$ cat src/rtl/ppfm_pkg.sv
// Purpose: Shared constants and carriers for the port pin function mux.
// Assumes: One 250 MHz clock; machine-cycle enable generated inside the block.
// Notes:   Pin indices, timing constants, the latch reset value and signal structs; no software-visible registers.
package ppfm_pkg;
	localparam int unsigned CLK_PERIOD_NS    = 4;
	localparam int unsigned MC_PERIOD_NS     = 48;
	localparam int unsigned MC_DIV           = (MC_PERIOD_NS + CLK_PERIOD_NS - 1) / CLK_PERIOD_NS;
	localparam int unsigned RST_MIN_MC       = 2;
	localparam int unsigned PORT_W           = 8;
	localparam logic [7:0]  LATCH_RESET      = 8'hFF;
	localparam int unsigned P1_EVT           = 0;
	localparam int unsigned P1_CAP           = 1;
	localparam int unsigned P1_SCL           = 6;
	localparam int unsigned P1_SDA           = 7;
	localparam int unsigned P3_RXD           = 0;
	localparam int unsigned P3_TXD           = 1;
	localparam int unsigned P3_IRQ0          = 2;
	localparam int unsigned P3_IRQ1          = 3;
	localparam int unsigned P3_CNT0          = 4;
	localparam int unsigned P3_CNT1          = 5;
	localparam int unsigned P3_WRS           = 6;
	localparam int unsigned P3_RDS           = 7;

	typedef struct packed {
		logic       rxd_out;
		logic       rxd_oe;
		logic       txd;
		logic       wr_strobe;
		logic       rd_strobe;
		logic       scl_out;
		logic       sda_out;
	} ppfm_alt_out_s;

	typedef struct packed {
		logic       timer2_event_input;
		logic       timer2_capture_reload_trigger;
		logic       external_irq_zero_gate;
		logic       external_irq_one_gate;
		logic       timer_zero_count_input;
		logic       timer_one_count_input;
		logic       rxd_in;
		logic       scl_in;
		logic       sda_in;
	} ppfm_alt_in_s;
endpackage

$ cat src/rtl/ppfm_fall_det.sv
// Purpose: Falling-edge detector on one pin, sampled on the machine-cycle enable.
// Assumes: Pin input synchronous to the clock.
// Notes:   A fall is reported as one clock pulse in the clock cycle after the low sample.
module ppfm_fall_det
(
	input  wire logic i_sys_clk,
	input  wire logic i_arst_n,
	input  wire logic i_mc_en,
	input  wire logic i_pin,
	output logic      o_fall
);
	import ppfm_pkg::*;

	typedef struct packed {
		logic prev;
		logic fall;
	} ppfm_fd_s;

	ppfm_fd_s st_ff;
	ppfm_fd_s nxt_st;

	always_comb
	begin
		nxt_st      = st_ff;
		nxt_st.fall = 1'b0;
		if (i_mc_en)
		begin
			nxt_st.fall = st_ff.prev & ~i_pin;
			nxt_st.prev = i_pin;
		end
	end

	always_ff @(posedge i_sys_clk or negedge i_arst_n)
	begin
		if (!i_arst_n)
			st_ff <= '{prev: 1'b1, fall: 1'b0};
		else
			st_ff <= nxt_st;
	end

	assign o_fall = st_ff.fall;
endmodule // ppfm_fall_det

$ cat src/rtl/ppfm_top.sv
// Purpose: Port 1 / port 3 pin structure, alternate functions and reset pin.
// Assumes: Pins resolved outside; port o_*_oe_n low means this block drives low strongly, o_rst_pin_oe_n low drives it high.
// Notes:   o_*_pu marks the weak pull-up; the wire resolves it below any external low.
module ppfm_top
(
	input  wire logic                    i_sys_clk,
	input  wire logic                    i_arst_n,
	input  wire logic [7:0]              i_p1_latch,
	input  wire logic [7:0]              i_p3_latch,
	input  wire logic [7:0]              i_p1_pin,
	input  wire logic [7:0]              i_p3_pin,
	output logic      [7:0]              o_p1_out,
	output logic      [7:0]              o_p1_oe_n,
	output logic      [7:0]              o_p1_pu,
	output logic      [7:0]              o_p3_out,
	output logic      [7:0]              o_p3_oe_n,
	output logic      [7:0]              o_p3_pu,
	output logic      [7:0]              o_p1_read,
	output logic      [7:0]              o_p3_read,
	input  wire ppfm_pkg::ppfm_alt_out_s i_alt,
	input  wire logic                    i_serial_sync_mode,
	output ppfm_pkg::ppfm_alt_in_s       o_alt,
	output logic                         o_timer2_event_fall,
	output logic                         o_timer2_trigger_fall,
	input  wire logic                    i_rst_pin,
	input  wire logic                    i_watchdog_overflow_unit,
	output logic                         o_rst_pin_out,
	output logic                         o_rst_pin_oe_n,
	output logic                         o_internal_reset
);
	import ppfm_pkg::*;

	// ****************************************************************
	// State
	// ****************************************************************
	typedef struct packed {
		logic [3:0] div;
		logic       mc_en;
		logic [1:0] rst_cnt;
		logic       ext_rst;
		logic       wdt_rst;
		logic [3:0] wdt_cnt;
		logic [7:0] p1_out;
		logic [7:0] p3_out;
	} ppfm_st_s;

	ppfm_st_s st_ff;
	ppfm_st_s nxt_st;
	logic [7:0] p3_eff;

	// ****************************************************************
	// Port 3 effective output
	// ****************************************************************
	// An alternate output can only pull low when the latch is one; a zero latch wins.
	always_comb
	begin
		p3_eff         = i_p3_latch;
		p3_eff[P3_RXD] = i_p3_latch[P3_RXD] &
			(~(i_serial_sync_mode & i_alt.rxd_oe) | i_alt.rxd_out);
		p3_eff[P3_TXD] = i_p3_latch[P3_TXD] & i_alt.txd;
		p3_eff[P3_WRS] = i_p3_latch[P3_WRS] & i_alt.wr_strobe;
		p3_eff[P3_RDS] = i_p3_latch[P3_RDS] & i_alt.rd_strobe;
	end

	// ****************************************************************
	// Next state
	// ****************************************************************
	always_comb
	begin
		nxt_st       = st_ff;
		nxt_st.mc_en = 1'b0;
		if (st_ff.div == 4'(MC_DIV - 1))
		begin
			nxt_st.div   = 4'h0;
			nxt_st.mc_en = 1'b1;
		end
		else
			nxt_st.div = st_ff.div + 4'h1;
		if (st_ff.mc_en)
		begin
			// Shorter highs are ignored so a glitch cannot reset the core.
			if (!i_rst_pin)
			begin
				nxt_st.rst_cnt = 2'h0;
				nxt_st.ext_rst = 1'b0;
			end
			else if (st_ff.rst_cnt == 2'(RST_MIN_MC - 1))
				nxt_st.ext_rst = 1'b1;
			else
				nxt_st.rst_cnt = st_ff.rst_cnt + 2'h1;
			if (st_ff.wdt_rst)
			begin
				if (st_ff.wdt_cnt == 4'hF)
					nxt_st.wdt_rst = 1'b0;
				else
					nxt_st.wdt_cnt = st_ff.wdt_cnt + 4'h1;
			end
		end
		if (i_watchdog_overflow_unit)
		begin
			nxt_st.wdt_rst = 1'b1;
			nxt_st.wdt_cnt = 4'h0;
		end
		nxt_st.p1_out         = i_p1_latch;
		nxt_st.p1_out[P1_SCL] = i_p1_latch[P1_SCL] & i_alt.scl_out;
		nxt_st.p1_out[P1_SDA] = i_p1_latch[P1_SDA] & i_alt.sda_out;
		nxt_st.p3_out         = p3_eff;
	end

	always_ff @(posedge i_sys_clk or negedge i_arst_n)
	begin
		if (!i_arst_n)
			st_ff <= '{div: 4'h0, mc_en: 1'b0, rst_cnt: 2'h0, ext_rst: 1'b0,
				wdt_rst: 1'b0, wdt_cnt: 4'h0, p1_out: LATCH_RESET, p3_out: LATCH_RESET};
		else
			st_ff <= nxt_st;
	end

	// ****************************************************************
	// Pin drive
	// ****************************************************************
	// A port pin one is never driven strongly, so board drivers may pull the pin low.
	assign o_p1_out  = 8'h00;
	assign o_p1_oe_n = st_ff.p1_out;
	assign o_p1_pu   = st_ff.p1_out & 8'h3F;
	assign o_p3_out  = 8'h00;
	assign o_p3_oe_n = st_ff.p3_out;
	assign o_p3_pu   = st_ff.p3_out;
	assign o_p1_read = i_p1_pin;
	assign o_p3_read = i_p3_pin;

	assign o_internal_reset = st_ff.ext_rst | st_ff.wdt_rst;
	assign o_rst_pin_out    = 1'b1;
	assign o_rst_pin_oe_n   = ~st_ff.wdt_rst;

	// ****************************************************************
	// Alternate inputs
	// ****************************************************************
	always_comb
	begin
		o_alt                               = '0;
		o_alt.timer2_event_input            = i_p1_pin[P1_EVT];
		o_alt.timer2_capture_reload_trigger = i_p1_pin[P1_CAP];
		o_alt.scl_in                        = i_p1_pin[P1_SCL];
		o_alt.sda_in                        = i_p1_pin[P1_SDA];
		o_alt.rxd_in                        = i_p3_pin[P3_RXD];
		o_alt.external_irq_zero_gate        = i_p3_pin[P3_IRQ0];
		o_alt.external_irq_one_gate         = i_p3_pin[P3_IRQ1];
		o_alt.timer_zero_count_input        = i_p3_pin[P3_CNT0];
		o_alt.timer_one_count_input         = i_p3_pin[P3_CNT1];
	end

	ppfm_fall_det u_evt_fall
	(
		.i_sys_clk (i_sys_clk),
		.i_arst_n  (i_arst_n),
		.i_mc_en   (st_ff.mc_en),
		.i_pin     (i_p1_pin[P1_EVT]),
		.o_fall    (o_timer2_event_fall)
	);

	ppfm_fall_det u_cap_fall
	(
		.i_sys_clk (i_sys_clk),
		.i_arst_n  (i_arst_n),
		.i_mc_en   (st_ff.mc_en),
		.i_pin     (i_p1_pin[P1_CAP]),
		.o_fall    (o_timer2_trigger_fall)
	);

	// ****************************************************************
	// Checks
	// ****************************************************************
	open_drain_a: assert property (@(posedge i_sys_clk) disable iff (!i_arst_n)
		!o_p1_pu[P1_SCL] && !o_p1_pu[P1_SDA])
		else $error("open drain pulled up");
	scl_drive_a: assert property (@(posedge i_sys_clk) disable iff (!i_arst_n)
		$past(i_p1_latch[P1_SCL]) |-> o_p1_oe_n[P1_SCL] == $past(i_alt.scl_out))
		else $error("bus clock drive mismatch");
	sda_drive_a: assert property (@(posedge i_sys_clk) disable iff (!i_arst_n)
		$past(i_p1_latch[P1_SDA]) |-> o_p1_oe_n[P1_SDA] == $past(i_alt.sda_out))
		else $error("bus data drive mismatch");
	zero_latch_a: assert property (@(posedge i_sys_clk) disable iff (!i_arst_n)
		!$past(i_p3_latch[P3_WRS]) |-> !o_p3_oe_n[P3_WRS])
		else $error("latch zero not low");
	wr_strobe_a: assert property (@(posedge i_sys_clk) disable iff (!i_arst_n)
		$past(i_p3_latch[P3_WRS]) |-> o_p3_oe_n[P3_WRS] == $past(i_alt.wr_strobe))
		else $error("write strobe mismatch");
	txd_drive_a: assert property (@(posedge i_sys_clk) disable iff (!i_arst_n)
		$past(i_p3_latch[P3_TXD]) |-> o_p3_oe_n[P3_TXD] == $past(i_alt.txd))
		else $error("transmit mismatch");
	p1_weak_a: assert property (@(posedge i_sys_clk) disable iff (!i_arst_n)
		o_p1_oe_n == $past(i_p1_latch) || $past(i_alt.scl_out & i_alt.sda_out) == 1'b0)
		else $error("port 1 drive mismatch");
	// Pins with no alternate output must show a pull-up exactly where the latch holds one.
	p3_pullup_a: assert property (@(posedge i_sys_clk) disable iff (!i_arst_n)
		o_p3_pu == o_p3_oe_n &&
		o_p3_pu[P3_CNT1:P3_IRQ0] == $past(i_p3_latch[P3_CNT1:P3_IRQ0]))
		else $error("port 3 pull-up missing");
	wdt_pin_a: assert property (@(posedge i_sys_clk) disable iff (!i_arst_n)
		i_watchdog_overflow_unit |=> !o_rst_pin_oe_n && o_internal_reset)
		else $error("watchdog reset pin");
	// The pin is only judged at machine-cycle samples, so a reset must follow two high
	// samples one machine cycle apart; a low between two samples is not seen.
	short_rst_a: assert property (@(posedge i_sys_clk) disable iff (!i_arst_n)
		$rose(st_ff.ext_rst) |-> $past(i_rst_pin) && $past(i_rst_pin, MC_DIV + 1))
		else $error("short reset accepted");
	evt_fall_a: assert property (@(posedge i_sys_clk) disable iff (!i_arst_n)
		o_timer2_event_fall |-> !$past(i_p1_pin[P1_EVT]))
		else $error("event not falling");
	trig_fall_a: assert property (@(posedge i_sys_clk) disable iff (!i_arst_n)
		o_timer2_trigger_fall |-> !$past(i_p1_pin[P1_CAP]))
		else $error("trigger not falling");
endmodule // ppfm_top

$ cat config.mk
export PLATFORM = sky130hd
export DESIGN_NAME = ppfm_top
export DESIGN_NICKNAME = d
export VERILOG_FILES = /design/src/rtl/ppfm_pkg.sv /design/src/rtl/ppfm_fall_det.sv /design/src/rtl/ppfm_top.sv
export SDC_FILE = /design/constraint.sdc
export NUM_CORES = 1
export LEC_CHECK = 0
export BUFFER_PORTS_ARGS = -buffer_cell sky130_fd_sc_hd__clkbuf_2
export CAP_MARGIN = 20
export CELL_PAD_IN_SITES_DETAIL_PLACEMENT = 0
export CELL_PAD_IN_SITES_GLOBAL_PLACEMENT = 1
export CORE_UTILIZATION = 32
export DETAILED_ROUTE_END_ITERATION = 8
export PLACE_DENSITY = 0.9
export SLEW_MARGIN = 25
export SYNTH_ARGS = -nofsm -noshare
export SYNTH_HDL_FRONTEND = slang
export SYNTH_HIERARCHICAL = 1
export SYNTH_SLANG_ARGS = --single-unit
$ cat constraint.sdc
create_clock -name i_sys_clk -period 3.1 [get_ports i_sys_clk]
set_input_delay 0 -clock i_sys_clk [delete_from_list [all_inputs] [get_ports i_sys_clk]]
set_output_delay 0 -clock i_sys_clk [all_outputs]
set_load 0.03 [all_outputs]
* Word level (Yosys, flattened, before mapping)
Cells that the tools add are included.
Word-level totals: register bits after elaboration 33, bits of input ports 44, output and inout bits 78, word-level logic and storage cells 53
Operators by class: add/subtract/negate cells 3, eq/ne operators 6, reductions and logical operators 5, bitwise operators 15, mux-type cells 12
Operators by type and width (number):
- $mux W5 | 3
- $and A1 B1 Y1 | 9
- $add A4 B1 Y4 const B | 2
- $eq A4 B4 Y1 const B | 2
- $mux W4 | 2
- $mux W1 | 5
- $ne A2 B2 Y1 const B | 2
- $not A1 Y1 | 4
- $reduce_and A2 Y1 | 2
- $reduce_bool A2 Y1 | 2
- $mux W3 | 1
- $reduce_and A3 Y1 | 1
- $add A2 B1 Y2 const B | 1
- $eq A2 B1 Y1 const B | 1
- $mux W2 | 1
- $ne A2 B1 Y1 const B | 1
- $or A1 B1 Y1 | 2

* Logic depth before layout (Yosys ltp)
word-level depth 5, depth in mapped cells 5, depth with buffers taken out 5

* Cells and area by module
The synthesis kept the hierarchy.
By module, submodules not included:
- ppfm_top | area each 1624.1 µm², seq. area each 745.7 µm², times used 1, cells each 156
- ppfm_fall_det | area each 76.3 µm², seq. area each 51.3 µm², times used 2, cells each 4

* Least setup slack after synthesis
OpenSTA, ideal clock, no wires.
path type flip-flop to flip-flop, from reg st_ff[16] (netlist name), to reg st_ff[16] (netlist name), library setup time 0.077 ns, stages on the path, launching flop included 5, clock period less this slack 1.397 ns, buffers on the path 0, setup slack 1.703 ns, arrival time 1.320 ns, required time 3.023 ns, cell sequence dfrtp_1 -> ha_1 -> and3_1 -> or4_1 -> a21oi_1
Between the ends: longest elaborated chain between the ends 5, elaborated cells between the ends (all ways) 8, classes of those cells 1 x add/sub; 2 x eq/ne; 4 x mux; 1 x reduce/logical
RTL lines:
- start: declaration | RTL line ppfm_top.sv:47 | ppfm_st_s st_ff;
- start signal: assignment | RTL line ppfm_top.sv:113 | st_ff <= '{div: 4'h0, mc_en: 1'b0, rst_cnt: 2'h0, ext_rst: 1'b0,
- start signal: assignment | RTL line ppfm_top.sv:116 | st_ff <= nxt_st;
- $add A4 B1 Y4 | RTL line ppfm_top.sv:96 | nxt_st.wdt_cnt = st_ff.wdt_cnt + 4'h1;
- $mux W4 | RTL line ppfm_top.sv:93 | if (st_ff.wdt_cnt == 4'hF)
- $mux W5 | RTL line ppfm_top.sv:91 | if (st_ff.wdt_rst)
- $mux W5 | RTL line ppfm_top.sv:79 | if (st_ff.mc_en)
- $mux W5 | RTL line ppfm_top.sv:99 | if (i_watchdog_overflow_unit)
Several ways; a longest one is shown, not always the timed one. The select of a mux whose other input is x is not followed. A chain may end at the register's enable or synchronous reset.

* Final worst setup path
Same ends and word-level chain as after synthesis.

==> summary.txt <==
Outcome
  • Run status: complete, no violations

Die
  • Initial core utilization: 0.339
  • Floorplan Core Area: 0.00524 sq mm
  • Site Rows: 26
  • Vertical extent of the die: 76.5 microns
  • Top-level port count: 122
  • Die X: 76.5 microns
  • Die outline area: 0.00585 sq mm

Yosys
  • Warnings, synthesis: 6
  • Number of flip-flops and latches in the synthesized netlist: 33
  • Number of synthesized flops with an enable pin: 0
  • Most used flip-flop cell after synthesis: sky130_fd_sc_hd__dfstp_2
  • Sequential fraction of the synthesis area: 0.477
  • Instance count of the mapped netlist: 164
  • Area of the mapped netlist: 0.00178 sq mm
  • Post-synthesis average cell area: 10.8 sq um
  • Post-synthesis cell type count: 31
  • Share of synthesized registers carrying an async set or reset: 1.00

Clock network
  • Number of clock sinks: 33
  • Number of buffers between clock root and the deepest sink: 2
  • Number of H-tree branching levels: 2
  • Clock latency on the worst-skew pair: 0.28 ns
  • TritonCTS clock tree: built
  • Clock-pin transition on the worst setup and hold timing paths: 0.06 ns
  • Library cell used as clock root buffer: sky130_fd_sc_hd__clkbuf_8
  • Number of buffers inserted during clock tree synthesis: 5
  • Buffers inserted during post-CTS setup optimization: 0
  • Count of instances resized after the clock tree is built: 0

Global route
  • Initial antenna violation count: 0
  • Number of global-route vias before repair: 1,094
  • GR Util All Layers: 0.104
  • Largest net degree at the start of global routing: 34
  • Final global-route overflow total: 0
  • First-pass GRT wire length: 4.72 mm

Critical path
  • CP Cell Sequence: ha_1 -> and3_1 -> or4_1 -> a21oi_1
  • Sum of buffers and inverters on the critical path: 0
  • Max FO, Critical Path: 5
  • Cell type of the slowest stage on the worst timing path: sky130_fd_sc_hd__dfrtp_1
  • Critical path arrival: 1.71 ns
  • Slowest cell delay on critical path: 0.41 ns
  • Kind of cell with the highest combined delay on the critical path: simple AND/OR/NAND/NOR gates
  • Worst setup slack for register-to-register paths: 1.59 ns
  • Endpoint type of the worst setup path: register
  • Crit Path Class: reg2reg
  • Data required time at the worst endpoint: 3.30 ns
  • Crit start category: register

Place
  • Dpl cell area: 0.00171 sq mm
  • Dpl hpwl: 1.88 mm
  • Placed cell count: 244
  • Number of buffers added on ports: 67
  • Pre-CTS setup slack: 1.59 ns
  • Global placement routability congestion: 0.712

STA
  • Clock tree skew after final layout: 0.00554 ns
  • Post-route minimum period: 1.51 ns
  • Max-slew headroom at the worst pin: 0.467
  • Setup total negative slack: 0 ns
  • Transition time of the tightest slew-check pin: 0.799 ns
  • Max Fclk: 663 MHz
  • Max-slew violation total from the final report: 0
  • Final setup fails: 0
  • Hold Violations, Final: 0
  • Worst hold margin: 0.0000132 ns
  • Unrepaired setup endpoints after global routing: no
  • Period Utilization, post-route: 0.487
  • Final worst setup slack: 1.59 ns

Power
  • Combinational share of power: 0.193
  • Leakage power of the design: 0.00105 uW
  • Largest voltage drop on the vdd net: 0.000240 V
  • Net switching power figure: 293 uW
  • Switching part of the total: 0.283
  • Pwr dens: 499 mW/mm^2
  • Internal power consumption: 744 uW
  • Relative contribution of the clock network to total power: 0.338
  • Part of the total power dissipated in sequential elements: 0.469

Finish
  • Fraction of final layout cells sized beyond drive strength 1: 0.483
  • Number of fillers in the final layout: 521
  • Antenna fix cells: 0
  • Total non-filler cell area in the finished layout: 0.00208 sq mm
  • Post-route insts no fill: 279
  • Total Nets Final: 255
  • Area Growth Syn to Fin: 17.0%

Routing
  • Average wire per cell in the routed design: 10.2 microns
  • Count of nets left with antenna violations after detail routing: 0
  • Average via count per standard cell: 3.97
  • Post-route DRC: 0
  • Pre-antenna DRT Iters: 4
  • DRC marker count from the first detailed-route iteration: 11
  • Via count of the routed design: 1,109
  • Total wirelength of the detailed-routed design: 2.86 mm

Job
  • Max cap viols: 0

Worst hold path
  • Kind of path behind the tightest hold check: in2out
layer usage:
metal | wire, microns | GRT usage
met2 | 1490 | 0.179
met4 | 83 | 0.0731
met1 | 1080 | 0.102
met5 | 0 | 0
met3 | 205 | 0.0395
final cells by class:
cell class                 instances  area (sq um)  share of cell area
clock inverter                     1          5.00             0.00241
timing repair buffer              94           606               0.291
sequential                        33           848               0.408
clock buffer                       7          96.3              0.0463
inverter                           4          15.0             0.00722
multi-input combinational         70           422               0.203
tap                               70          87.6              0.0421
power by group through the flow:
stage	clock (uW)	sequential (uW)	combinational, uW
6_report	351	486	200
5_1_grt	390	489	217
4_1_cts	370	486	203
3_5_place_dp	0	492	176
3_3_place_gp	0	491	173
2_1_floorplan	0	492	218
repair_timing:
item	CTS	global route
hold endpoints to repair	40	0
hold buffers	27	0
setup endpoints to repair	0	0
cells in the final DEF, fill, tap and decap left out:
| cell type | n |
|---|---|
| sky130_fd_sc_hd__nand3_1 | 2 |
| sky130_fd_sc_hd__mux2_2 | 1 |
| sky130_fd_sc_hd__xnor2_1 | 1 |
| sky130_fd_sc_hd__inv_2 | 2 |
| sky130_fd_sc_hd__o21bai_1 | 1 |
| sky130_fd_sc_hd__nor3b_1 | 3 |
| sky130_fd_sc_hd__o21a_1 | 1 |
| sky130_fd_sc_hd__clkbuf_2 | 67 |
| sky130_fd_sc_hd__nand4b_1 | 1 |
| sky130_fd_sc_hd__clkbuf_8 | 7 |
| sky130_fd_sc_hd__o21ai_0 | 4 |
| sky130_fd_sc_hd__nand2_1 | 6 |
| sky130_fd_sc_hd__and3b_2 | 2 |
| sky130_fd_sc_hd__and3_1 | 1 |
| sky130_fd_sc_hd__dlygate4sd3_1 | 27 |
| sky130_fd_sc_hd__dfrtp_1 | 15 |
| sky130_fd_sc_hd__inv_1 | 2 |
| sky130_fd_sc_hd__conb_1 | 19 |
| sky130_fd_sc_hd__mux2_4 | 2 |
| sky130_fd_sc_hd__nor4b_1 | 1 |
| sky130_fd_sc_hd__or2_2 | 1 |
| sky130_fd_sc_hd__and2_1 | 5 |
| sky130_fd_sc_hd__o21ai_1 | 1 |
| sky130_fd_sc_hd__dfstp_2 | 18 |
| sky130_fd_sc_hd__nor2_1 | 3 |
| sky130_fd_sc_hd__a22o_1 | 2 |
| sky130_fd_sc_hd__ha_1 | 3 |
| sky130_fd_sc_hd__nor3_1 | 1 |
| sky130_fd_sc_hd__clkinv_2 | 1 |
| sky130_fd_sc_hd__a21oi_1 | 5 |
| sky130_fd_sc_hd__or4_1 | 1 |
| sky130_fd_sc_hd__a21o_1 | 1 |
| sky130_fd_sc_hd__a31oi_1 | 1 |
| sky130_fd_sc_hd__nand2b_1 | 1 |
cell families (layout without fill, tap and decap cells):
kind of cell	Yosys count	count (layout)	synth area share
and+or+nand+nor	28	28	0.0937
AOI/OAI and AO/OA	16	16	0.0542
xor gates and xnor gates	1	1	0.00493
muxes	3	3	0.0232
buffers and inverters	78	106	0.321
DFF	33	33	0.477
other	2	19	0.00423
adders and majority gates	3	3	0.0211
worst register-to-register path, delay by kind of cell (launching register included):
kind	cells	cell delay [ns]
simple gates	2	0.63
flops	1	0.41
fa+ha+maj	1	0.25
compound gates	1	0.14
sequential cells by signal (all words and copies together), names as in the netlist:
name	flops
u_evt_fall/o_fall	1
o_p3_oe_n	8
u_cap_fall/st_ff	1
st_ff	13
u_cap_fall/o_fall	1
o_p1_oe_n	8
u_evt_fall/st_ff	1
stage by stage:
| step | utilization | total power [uW] |
|---|---|---|
| global placement | 0.326 | 664 |
| finish | 0.397 | 1040 |
| global route | 0.397 | 1090 |
| detailed placement | 0.326 | 668 |
| CTS | 0.397 | 1060 |
| floorplan | - | 709 |
cells in the mapped netlist, types with 3 or more instances:
cell / count / share of area
sky130_fd_sc_hd__buf_4: 74 / 0.31
sky130_fd_sc_hd__dfstp_2: 18 / 0.27
sky130_fd_sc_hd__dfrtp_1: 15 / 0.21
sky130_fd_sc_hd__nand2_1: 6 / 0.013
sky130_fd_sc_hd__a21oi_1: 5 / 0.014
sky130_fd_sc_hd__and2_1: 5 / 0.018
sky130_fd_sc_hd__o21ai_0: 4 / 0.011
sky130_fd_sc_hd__ha_1: 3 / 0.021
sky130_fd_sc_hd__nor2_1: 3 / 0.0063
sky130_fd_sc_hd__nor3b_1: 3 / 0.013
worst paths after layout:
check | end | from | cells past startpoint
setup / recovery | st_ff[16]$_DFFE_PN0P_ | st_ff[16]$_DFFE_PN0P_ | 4
setup reg to reg | st_ff[16]$_DFFE_PN0P_ | st_ff[16]$_DFFE_PN0P_ | 4
hold reg to reg | st_ff[25]$_DFF_PN0_ | st_ff[25]$_DFF_PN0_ | 1
min in group asynchronous | st_ff[28]$_DFF_PN0_ | i_arst_n | 2
max in group asynchronous | st_ff[21]$_DFFE_PN0P_ | i_arst_n | 2
hold / removal | o_p1_read[4] | i_p1_pin[4] | 0
Note: power is estimated with default switching activity, not from simulation.
